**src/include/dnsd_defs.svh**
```systemverilog
`ifndef DNSD_DEFS_SVH
`define DNSD_DEFS_SVH

// Host register byte offsets.
`define DNSD_REG_CTRL 8'h00
`define DNSD_REG_SYSREF 8'h04
`define DNSD_REG_STATUS 8'h08
`define DNSD_REG_PHASE_BASE 8'h20
`define DNSD_REG_FREQ_A_BASE 8'h40
`define DNSD_REG_FREQ_B_BASE 8'h60

// Control register fields.
`define DNSD_CTRL_SYNC_INIT 0
`define DNSD_CTRL_SYNC_NEXT 1
`define DNSD_CTRL_LINK_EN 2
`define DNSD_CTRL_ENC_64B 3
`define DNSD_CTRL_SYNC_LEVEL 4
`define DNSD_CTRL_SYSREF_RUN 5
`define DNSD_CTRL_DECIM_LSB 8
`define DNSD_CTRL_RESET 32'h00000010

// SYSREF register and status register fields.
`define DNSD_SYSREF_PULSE 0
`define DNSD_STAT_SYNC_LINE 0
`define DNSD_STAT_CGS 1
`define DNSD_STAT_SYNCED 2

// Continuous SYSREF period in device clock cycles.
`define DNSD_SYSREF_PERIOD 8'h10

// Half-band stage taps, symmetric about the centre tap, and output scale shift.
`define DNSD_HB_C0 (-24'sh000001)
`define DNSD_HB_C2 24'sh000009
`define DNSD_HB_C3 24'sh000010
`define DNSD_HB_SHIFT 5
`define DNSD_SAT_MAX 24'sh003FFF
`define DNSD_SAT_MIN (-24'sh004000)

`endif

```
**src/include/dnsd_pkg.sv**
```systemverilog
package dnsd_pkg;

  typedef enum logic [2:0] {
    DNSD_IDLE = 3'h1,
    DNSD_LINK_ARMED = 3'h2,
    DNSD_SYSREF_ARMED = 3'h4
  } dnsd_sync_state_t;

  typedef enum logic [2:0] {
    DNSD_BYPASS = 3'h0,
    DNSD_DEC4 = 3'h1,
    DNSD_DEC8 = 3'h2,
    DNSD_DEC16 = 3'h3,
    DNSD_DEC32 = 3'h4
  } dnsd_decim_t;

  typedef logic signed [14:0] dnsd_sample_t;

endpackage

```
**src/include/dnsd_link_if.sv**
```systemverilog
`timescale 1ns/1ns
interface dnsd_link_if;
  import dnsd_pkg::*;
  logic link_sync;
  logic sysref;
  logic sync_on_link_init;
  logic sync_on_next_sysref;
  logic link_enable;
  logic link_64b66b;
  dnsd_decim_t decim_sel;
  logic [3:0][15:0] chan_a_phase_offset;
  logic [3:0][15:0] chan_b_phase_offset;
  logic [3:0][31:0] chan_a_tuning_word;
  logic [3:0][31:0] chan_b_tuning_word;
  logic cgs_active;
  logic nco_synced;

  modport host (
    output link_sync, sysref, sync_on_link_init, sync_on_next_sysref, link_enable,
    output link_64b66b, decim_sel, chan_a_phase_offset, chan_b_phase_offset,
    output chan_a_tuning_word, chan_b_tuning_word,
    input cgs_active, nco_synced
  );

  modport device (
    input link_sync, sysref, sync_on_link_init, sync_on_next_sysref, link_enable,
    input link_64b66b, decim_sel, chan_a_phase_offset, chan_b_phase_offset,
    input chan_a_tuning_word, chan_b_tuning_word,
    output cgs_active, nco_synced
  );
endinterface

```
**src/rtl/dnsd_device.sv**
```systemverilog
// Notes on behaviour
// - 16-bit offset left-justified, added to accumulator
// - Offset full range equals one cycle
// - Controller resyncs NCOs after frequency changes
// - Sync via SYNC or SYSREF per bits
// - SYNC sync still works in 64b/66b
// - Init bit set, link off, SYNC high
// - SYNC low with link: CGS or arm
// - SYNC deassertion synchronizes all NCOs together
// - DC SYSREF: hold low, then arm
// - Armed device syncs on one SYSREF pulse
// - Continuous SYSREF: arm between two edges
// - Sync on first SYSREF edge after arming
// - Filters complex, 15-bit results
// - Linear-phase FIR, symmetric coefficients
// - Bypass outputs real 12-bit at clock rate
// - Complex output at clock over 4..32
// - Stage cascade order per decimation factor
// - Output word: 15 data bits, over-range bit
//
// The register addresses and the Avalon-MM slave port were left to the implementer.
`timescale 1ns/1ns
`include "dnsd_defs.svh"
module dnsd_device
  import dnsd_pkg::*;
(
  input wire logic sys_clk,
  input wire logic rstn,
  input wire logic ce,
  dnsd_link_if.device link,
  input wire logic [11:0] adc_sample,
  input wire dnsd_sample_t mixer_i,
  input wire dnsd_sample_t mixer_q,
  input wire logic mixer_valid,
  input wire logic overrange_flag_zero,
  input wire logic overrange_flag_one,
  input wire logic [1:0] nco_sel_a,
  input wire logic [1:0] nco_sel_b,
  output logic [31:0] nco_phase_a,
  output logic [31:0] nco_phase_b,
  output logic [15:0] out_i_word,
  output logic [15:0] out_q_word,
  output logic [11:0] out_real,
  output logic out_valid,
  output logic out_complex
);

  ////////////////////////////////////////////////////////////////////////////
  // Pin synchronisers for SYNC and SYSREF.
  logic sync_meta;
  logic sync_s;
  logic sync_d;
  logic sysref_meta;
  logic sysref_s;
  logic sysref_d;
  logic arm_d;

  always_ff @(posedge sys_clk or negedge rstn) begin
    if (!rstn) begin
      sync_meta <= 1'b1;
      sync_s <= 1'b1;
      sync_d <= 1'b1;
      sysref_meta <= 1'b0;
      sysref_s <= 1'b0;
      sysref_d <= 1'b0;
      arm_d <= 1'b0;
    end else if (ce) begin
      sync_meta <= link.link_sync;
      sync_s <= sync_meta;
      sync_d <= sync_s;
      sysref_meta <= link.sysref;
      sysref_s <= sysref_meta;
      sysref_d <= sysref_s;
      arm_d <= link.sync_on_next_sysref;
    end
  end

  ////////////////////////////////////////////////////////////////////////////
  // Synchronisation state machine.
  dnsd_sync_state_t state;
  dnsd_sync_state_t next_state;
  logic synced;
  logic next_synced;

  always_comb begin
    next_state = state;
    next_synced = 1'b0;
    case (state)
      DNSD_IDLE: begin
        if (link.sync_on_link_init && link.link_enable && !sync_s) begin
          next_state = DNSD_LINK_ARMED;
        end else if (link.sync_on_next_sysref && !arm_d) begin
          next_state = DNSD_SYSREF_ARMED;
        end
      end
      DNSD_LINK_ARMED: begin
        if (!link.link_enable || !link.sync_on_link_init) begin
          next_state = DNSD_IDLE;
        end else if (sync_s && !sync_d) begin
          next_state = DNSD_IDLE;
          next_synced = 1'b1;
        end
      end
      DNSD_SYSREF_ARMED: begin
        if (!link.sync_on_next_sysref) begin
          next_state = DNSD_IDLE;
        end else if (sysref_s && !sysref_d) begin
          next_state = DNSD_IDLE;
          next_synced = 1'b1;
        end
      end
      default: next_state = DNSD_IDLE;
    endcase
  end

  always_ff @(posedge sys_clk or negedge rstn) begin
    if (!rstn) begin
      state <= DNSD_IDLE;
      synced <= 1'b0;
    end else if (ce) begin
      state <= next_state;
      synced <= next_synced;
    end
  end

  assign link.cgs_active = (state == DNSD_LINK_ARMED) && !link.link_64b66b;
  assign link.nco_synced = synced;

  ////////////////////////////////////////////////////////////////////////////
  // Eight phase accumulators, four per channel, all running continuously.
  logic [7:0][31:0] acc;
  logic [7:0][31:0] next_acc;
  logic [7:0][31:0] phase;
  logic [31:0] next_phase_a;
  logic [31:0] next_phase_b;

  for (genvar n = 0; n < 8; n++) begin : g_nco
    logic [31:0] word;
    logic [15:0] offset;
    assign word = (n < 4) ? link.chan_a_tuning_word[n % 4] : link.chan_b_tuning_word[n % 4];
    assign offset = (n < 4) ? link.chan_a_phase_offset[n % 4] : link.chan_b_phase_offset[n % 4];
    // Clearing all accumulators on one cycle gives every device the same phase.
    always_comb begin
      next_acc[n] = synced ? 32'h00000000 : acc[n] + word;
    end
    assign phase[n] = acc[n] + {offset, 16'h0000};
  end

  always_comb begin
    next_phase_a = phase[{1'b0, nco_sel_a}];
    next_phase_b = phase[{1'b1, nco_sel_b}];
  end

  always_ff @(posedge sys_clk or negedge rstn) begin
    if (!rstn) begin
      acc <= '0;
      nco_phase_a <= 32'h00000000;
      nco_phase_b <= 32'h00000000;
    end else if (ce) begin
      acc <= next_acc;
      nco_phase_a <= next_phase_a;
      nco_phase_b <= next_phase_b;
    end
  end

  ////////////////////////////////////////////////////////////////////////////
  // Decimation chain. Stages ahead of the first active one sit idle.
  logic [2:0] first_stage;
  logic [4:0] st_in_valid;
  logic [4:0] st_out_valid;
  dnsd_sample_t st_in_i [5];
  dnsd_sample_t st_in_q [5];
  dnsd_sample_t st_out_i [5];
  dnsd_sample_t st_out_q [5];
  logic bypass;

  assign bypass = (link.decim_sel == DNSD_BYPASS) || (link.decim_sel > DNSD_DEC32);
  assign first_stage = bypass ? 3'h5 : 3'(3'h5 - link.decim_sel - 3'h1);

  for (genvar k = 0; k < 5; k++) begin : g_stage
    if (k == 0) begin : g_head
      assign st_in_valid[k] = mixer_valid && (first_stage == 3'h0);
      assign st_in_i[k] = mixer_i;
      assign st_in_q[k] = mixer_q;
    end else begin : g_tail
      assign st_in_valid[k] = (first_stage == 3'(k)) ? mixer_valid :
                              (first_stage < 3'(k)) ? st_out_valid[k-1] : 1'b0;
      assign st_in_i[k] = (first_stage == 3'(k)) ? mixer_i : st_out_i[k-1];
      assign st_in_q[k] = (first_stage == 3'(k)) ? mixer_q : st_out_q[k-1];
    end
    dnsd_halfband u_stage (
      .sys_clk(sys_clk),
      .rstn(rstn),
      .ce(ce),
      .in_valid(st_in_valid[k]),
      .in_i(st_in_i[k]),
      .in_q(st_in_q[k]),
      .out_valid(st_out_valid[k]),
      .out_i(st_out_i[k]),
      .out_q(st_out_q[k])
    );
  end

  ////////////////////////////////////////////////////////////////////////////
  // Output formatting.
  logic [15:0] next_i_word;
  logic [15:0] next_q_word;
  logic [11:0] next_real;
  logic next_valid;
  logic next_complex;

  always_comb begin
    next_i_word = out_i_word;
    next_q_word = out_q_word;
    next_real = out_real;
    next_valid = 1'b0;
    next_complex = !bypass;
    if (bypass) begin
      next_real = adc_sample;
      next_valid = 1'b1;
    end else if (st_out_valid[4]) begin
      next_i_word = {st_out_i[4], overrange_flag_zero};
      next_q_word = {st_out_q[4], overrange_flag_one};
      next_valid = 1'b1;
    end
  end

  always_ff @(posedge sys_clk or negedge rstn) begin
    if (!rstn) begin
      out_i_word <= 16'h0000;
      out_q_word <= 16'h0000;
      out_real <= 12'h000;
      out_valid <= 1'b0;
      out_complex <= 1'b0;
    end else if (ce) begin
      out_i_word <= next_i_word;
      out_q_word <= next_q_word;
      out_real <= next_real;
      out_valid <= next_valid;
      out_complex <= next_complex;
    end
  end

endmodule // dnsd_device

```
**src/rtl/dnsd_halfband.sv**
```systemverilog
`timescale 1ns/1ns
`include "dnsd_defs.svh"
module dnsd_halfband
  import dnsd_pkg::*;
(
  input wire logic sys_clk,
  input wire logic rstn,
  input wire logic ce,
  input wire logic in_valid,
  input wire dnsd_sample_t in_i,
  input wire dnsd_sample_t in_q,
  output logic out_valid,
  output dnsd_sample_t out_i,
  output dnsd_sample_t out_q
);

  dnsd_sample_t tap [2][7];
  dnsd_sample_t next_tap [2][7];
  dnsd_sample_t res [2];
  dnsd_sample_t next_res [2];
  logic odd;
  logic next_odd;
  logic next_out_valid;
  dnsd_sample_t lane_in [2];

  assign lane_in[0] = in_i;
  assign lane_in[1] = in_q;
  assign out_i = res[0];
  assign out_q = res[1];

  ////////////////////////////////////////////////////////////////////////////
  // symmetric FIR taps
  for (genvar l = 0; l < 2; l++) begin : g_lane
    logic signed [23:0] acc;
    logic signed [23:0] scaled;
    always_comb begin
      acc = `DNSD_HB_C0 * (24'(tap[l][0]) + 24'(tap[l][6]))
          + `DNSD_HB_C2 * (24'(tap[l][2]) + 24'(tap[l][4]))
          + `DNSD_HB_C3 * 24'(tap[l][3]);
      scaled = acc >>> `DNSD_HB_SHIFT;
      next_tap[l] = tap[l];
      next_res[l] = res[l];
      if (in_valid) begin
        for (int t = 6; t > 0; t--) begin
          next_tap[l][t] = tap[l][t-1];
        end
        next_tap[l][0] = lane_in[l];
      end
      // Saturation keeps a full-scale step from wrapping sign.
      if (in_valid && odd) begin
        if (scaled > `DNSD_SAT_MAX) begin
          next_res[l] = 15'h3FFF;
        end else if (scaled < `DNSD_SAT_MIN) begin
          next_res[l] = 15'h4000;
        end else begin
          next_res[l] = scaled[14:0];
        end
      end
    end
  end

  ////////////////////////////////////////////////////////////////////////////
  // decimate by two
  always_comb begin
    next_odd = odd;
    next_out_valid = 1'b0;
    if (in_valid) begin
      next_odd = ~odd;
      next_out_valid = odd;
    end
  end

  always_ff @(posedge sys_clk or negedge rstn) begin
    if (!rstn) begin
      odd <= 1'b0;
      out_valid <= 1'b0;
      for (int l = 0; l < 2; l++) begin
        res[l] <= 15'h0000;
        for (int t = 0; t < 7; t++) begin
          tap[l][t] <= 15'h0000;
        end
      end
    end else if (ce) begin
      odd <= next_odd;
      out_valid <= next_out_valid;
      tap <= next_tap;
      res <= next_res;
    end
  end

endmodule // dnsd_halfband

```
**src/flat_wrapper.sv**
```systemverilog
// flat-port wrapper written by rule: the top's interface ports become plain ports
module dnsd_device_flat import dnsd_pkg::*;
  (sys_clk, rstn, ce, adc_sample, mixer_i, mixer_q, mixer_valid, overrange_flag_zero, overrange_flag_one, nco_sel_a, nco_sel_b, nco_phase_a, nco_phase_b, out_i_word, out_q_word, out_real, out_valid, out_complex, link_link_sync, link_sysref, link_sync_on_link_init, link_sync_on_next_sysref, link_link_enable, link_link_64b66b, link_decim_sel, link_chan_a_phase_offset, link_chan_b_phase_offset, link_chan_a_tuning_word, link_chan_b_tuning_word, link_cgs_active, link_nco_synced);
  dnsd_link_if link_i ();
  input wire logic sys_clk;
  input wire logic rstn;
  input wire logic ce;
  input wire logic [11:0] adc_sample;
  input wire dnsd_sample_t mixer_i;
  input wire dnsd_sample_t mixer_q;
  input wire logic mixer_valid;
  input wire logic overrange_flag_zero;
  input wire logic overrange_flag_one;
  input wire logic [1:0] nco_sel_a;
  input wire logic [1:0] nco_sel_b;
  output logic [31:0] nco_phase_a;
  output logic [31:0] nco_phase_b;
  output logic [15:0] out_i_word;
  output logic [15:0] out_q_word;
  output logic [11:0] out_real;
  output logic out_valid;
  output logic out_complex;
  input wire logic [$bits(link_i.link_sync)-1:0] link_link_sync;
  input wire logic [$bits(link_i.sysref)-1:0] link_sysref;
  input wire logic [$bits(link_i.sync_on_link_init)-1:0] link_sync_on_link_init;
  input wire logic [$bits(link_i.sync_on_next_sysref)-1:0] link_sync_on_next_sysref;
  input wire logic [$bits(link_i.link_enable)-1:0] link_link_enable;
  input wire logic [$bits(link_i.link_64b66b)-1:0] link_link_64b66b;
  input wire logic [$bits(link_i.decim_sel)-1:0] link_decim_sel;
  input wire logic [$bits(link_i.chan_a_phase_offset)-1:0] link_chan_a_phase_offset;
  input wire logic [$bits(link_i.chan_b_phase_offset)-1:0] link_chan_b_phase_offset;
  input wire logic [$bits(link_i.chan_a_tuning_word)-1:0] link_chan_a_tuning_word;
  input wire logic [$bits(link_i.chan_b_tuning_word)-1:0] link_chan_b_tuning_word;
  output wire logic [$bits(link_i.cgs_active)-1:0] link_cgs_active;
  output wire logic [$bits(link_i.nco_synced)-1:0] link_nco_synced;
  assign link_i.link_sync = link_link_sync;
  assign link_i.sysref = link_sysref;
  assign link_i.sync_on_link_init = link_sync_on_link_init;
  assign link_i.sync_on_next_sysref = link_sync_on_next_sysref;
  assign link_i.link_enable = link_link_enable;
  assign link_i.link_64b66b = link_link_64b66b;
  assign link_i.decim_sel = link_decim_sel;
  assign link_i.chan_a_phase_offset = link_chan_a_phase_offset;
  assign link_i.chan_b_phase_offset = link_chan_b_phase_offset;
  assign link_i.chan_a_tuning_word = link_chan_a_tuning_word;
  assign link_i.chan_b_tuning_word = link_chan_b_tuning_word;
  assign link_cgs_active = link_i.cgs_active;
  assign link_nco_synced = link_i.nco_synced;
  dnsd_device u_core (.sys_clk(sys_clk), .rstn(rstn), .ce(ce), .link(link_i), .adc_sample(adc_sample), .mixer_i(mixer_i), .mixer_q(mixer_q), .mixer_valid(mixer_valid), .overrange_flag_zero(overrange_flag_zero), .overrange_flag_one(overrange_flag_one), .nco_sel_a(nco_sel_a), .nco_sel_b(nco_sel_b), .nco_phase_a(nco_phase_a), .nco_phase_b(nco_phase_b), .out_i_word(out_i_word), .out_q_word(out_q_word), .out_real(out_real), .out_valid(out_valid), .out_complex(out_complex));
endmodule
```
**config.mk**
```make
export PLATFORM = sky130hd
export DESIGN_NAME = dnsd_device_flat
export DESIGN_NICKNAME = d
export VERILOG_FILES = /design/src/include/dnsd_pkg.sv /design/src/include/dnsd_link_if.sv /design/src/rtl/dnsd_device.sv /design/src/rtl/dnsd_halfband.sv /design/src/flat_wrapper.sv
export VERILOG_INCLUDE_DIRS = /design/src /design/src/include
export SDC_FILE = /design/constraint.sdc
export NUM_CORES = 2
export LEC_CHECK = 0
export ABC_CLOCK_PERIOD_IN_PS = 22300
export BUFFER_PORTS_ARGS = -buffer_cell sky130_fd_sc_hd__buf_4
export CORE_UTILIZATION = 55
export CTS_BUF_LIST = sky130_fd_sc_hd__clkbuf_8 sky130_fd_sc_hd__clkbuf_16
export DETAILED_ROUTE_END_ITERATION = 12
export PLACE_DENSITY = 0.84
export SYNTH_ARGS = -nofsm -noshare
export SYNTH_HDL_FRONTEND = slang
export SYNTH_SLANG_ARGS = --single-unit
```
**constraint.sdc**
```tcl
create_clock -name sys_clk -period 22.3 [get_ports sys_clk]
set_clock_uncertainty 0.2 [all_clocks]
set_input_delay 2.23 -clock sys_clk [delete_from_list [all_inputs] [get_ports sys_clk]]
set_output_delay 2.23 -clock sys_clk [all_outputs]
set_load 0.005 [all_outputs]
```
==> results.txt <==
Max H-tree Level: 4
Max Clk Rate: 0.1240 GHz
Min-Delay Path Class: reg -> reg
Layout cells sized above 1: 10.86%
Final Hold Vio Count: 0
Clock latency on the worst-skew pair: 0.88 ns
Vias in the first global route: 84465
Worst path arrival time: 8.65 ns
Initial antenna violation count: 105
Bufs and invs on worst path: 6
Wirelength per Cell: 19.76 microns
R2R Setup Slk: 14.23 ns
Worst r2r path cells: 29
CP Depth: 29
CTS clk-pin slew, worst paths: 0.06 ns
Global Route Usage Sum: 29.35%
Final min period: 8.066 ns
Reg2reg end: u_core.g_stage[4].u_stage.out_i[0]
Setup TNS: 0 ns
Fin crit share: 36.17%
Max transition margin: 13.90%
EDFF count, synth: 0
Unrepaired setup endpoints after global routing: no
Die Y-Extent: 451.8 microns
Fill cells: 15762
Final wirelength: 301500 microns
Residual DRC count: 0
First-pass GRT wire length: 471200 microns
Clk buf depth: 3
Root Buffer: clkbuf_16
HPWL after detailed placement: 230100 microns
GPL Wtd Cong: 1.023
TritonRoute pass-1 iters: 6
Largest net degree at the start of global routing: 177
Cts bufs inserted: 176
Share of the synthesized area in the top cell type: 35.60%
Grt ovf: 0
Most numerous cell in the Yosys netlist: nand2_1
# setup viols final: 0
# hold bufs at CTS: 0
Most frequent CP cell: inv_1
Crit Path Class: reg -> reg
Synthesized cell area: 111300 sq um
Worst EP required: 22.88 ns
Synth cell count leaders: 2235 x nand2_1, 1583 x dfrtp_1, 1553 x inv_1
Clk sinks: 1587
Die footprint: 204100 sq um
Area delta synth->final: 11.98%
Max FO, Critical Path: 14
I/O pin count: 557
Startpoint types: flop
Syn nets: 13990
Status: completed
CP peak stage delay: 0.80 ns
Most used DFF post-synth: dfrtp_1
Synth top area cells: dfrtp_1 36%, ha_1 13%, nand2_1 7.5%, fa_1 7.5%, inv_1 5.2%
Post-CTS Setup Inserts: 0
Synth cell types: 94
Initial Utilization: 55.51%
Final nets: 14410
Syn Inst Count: 11935
Vias: 87078
CP Launch Point: u_core.g_stage[4].u_stage.tap[135]
Die W: 451.8 microns
Crit. End Element: flop
Worst Max-Slew Pin Slew: 1.284 ns
Worst setup path end: u_core.g_stage[4].u_stage.out_i[0]
Ys Warns: 0
# Max-Cap Violations: 0
Cts repair resizes: 0
Post-synth ARST share: 100.0%
RR Startpoint: u_core.g_stage[4].u_stage.tap[135]
Row cnt: 164
Slowest cell on the critical path: o211ai_1
Fin. max-slew vios: 0
Total core area: 200500 sq um
Antenna Nets Post-Route: 0
Drt initial violations: 8177
FF+latch count, synth: 1587
Leading area contributor after synthesis: dfrtp_1
Vias per cell: 5.707
Port Buffer Count: 556
CP top delay family: compound AO/OA/AOI/OAI gates
Sequential area share after synthesis: 35.69%
Avg Synthesized Cell Area: 9.323 sq um
CTS tree: built
## layout by cell type (no fill, tap or decap), types with 81 or more instances in the layout
master and instances:
clkbuf_16 176, nor3_1 154, fa_1 416, nor2_1 434, buf_4 604, nand2_1 2234, nand2b_1 81, o21bai_1 94
xnor2_1 440, diode_2 100, mux2i_1 113, a21oi_1 479, dfrtp_1 1582, nand3_1 138, a21o_1 248, inv_1 1584
mux2_2 264, ha_1 1194, xor2_1 222, o21ai_0 593, a22o_1 181
## worst min-delay path by stage
stage	slack [ns]	cells past startpoint	from	to
after floorplan	0.24	2	u_core.g_stage[0].u_stage.tap[120]	u_core.g_stage[0].u_stage.tap[105]
after global placement	0.24	2	u_core.g_stage[3].u_stage.tap[126]	u_core.g_stage[3].u_stage.tap[111]
after detailed placement	0.25	2	u_core.g_stage[2].u_stage.tap[134]	u_core.g_stage[2].u_stage.tap[119]
after CTS	0.22	2	u_core.g_stage[3].u_stage.tap[122]	u_core.g_stage[3].u_stage.tap[107]
after global routing	0.24	2	u_core.g_stage[3].u_stage.tap[122]	u_core.g_stage[3].u_stage.tap[107]
final	0.22	2	u_core.g_stage[3].u_stage.tap[122]	u_core.g_stage[3].u_stage.tap[107]
## sequential cells by signal, summed over array words and instances, names as in the netlist, 5 cells and up
register / flops
u_core.g_stage.u_stage.tap: 1050
u_core.acc: 256
u_core.g_stage.u_stage.out_i: 75
u_core.g_stage.u_stage.out_q: 75
u_core.nco_phase_a: 32
u_core.nco_phase_b: 32
u_core.out_i_word: 16
u_core.out_q_word: 16
u_core.out_real: 12
u_core.g_stage.u_stage.odd: 5
u_core.g_stage.u_stage.out_valid: 5
## worst register-to-register path, delay by kind of cell (launching register included)
kind                       cells  cell delay, ns
AOI/OAI and AO/OA             14            3.83
adders and majority gates      8            2.86
DFF                            1            0.40
buffers and inverters          6            0.38
xor gates and xnor gates       1            0.31
## logic make-up after synthesis
group,count (synthesis),synth area share (%)
flip-flops,1587,35.69
AND/OR/NAND/NOR,3474,13.35
buffers and inverters,1924,6.506
AO/OA/AOI/OAI,2240,13.42
multiplexers,437,4.902
adder cells (fa/ha/maj),1611,20.92
XOR/XNOR,662,5.211
## stage by stage
stage | instances | instance area [sq um] | utilization, % | setup WS (ns) | hold WS [ns]
global placement | 14833 | 118000 | 58.87 | 14.41 | 0.2416
global route | 15249 | 124600 | 62.14 | 13.65 | 0.2351
finish | 15258 | 124600 | 62.15 | 14.23 | 0.2160
CTS | 15158 | 124400 | 62.03 | 14.27 | 0.2241
floorplan | 11935 | 111300 | - | 15.15 | 0.2386
detailed placement | 14833 | 118000 | 58.87 | 14.30 | 0.2471
## cell type report
cell class / instances / area (sq um) / area share [%]
antenna: 100 / 250.2 / 0.2008
clock buffer: 210 / 4872 / 3.910
clock inverter: 115 / 1469 / 1.179
inverter: 1553 / 5837 / 4.684
multi-input combinational: 8424 / 64420 / 51.70
sequential: 1587 / 39720 / 31.88
tap: 2656 / 3323 / 2.667
timing repair buffer: 613 / 4713 / 3.783
## metal layers
layer,global-route usage [%],wire length (microns),up-vias
met5,0,51,-
met4,16.60,17190,8
met3,5.714,22360,637
met2,44.81,135800,2870
met1,39.20,126100,42553
li1,-,-,41010
Power is not shown: default switching activity piles up to over one toggle a cycle in this logic, so the estimate is an artifact.
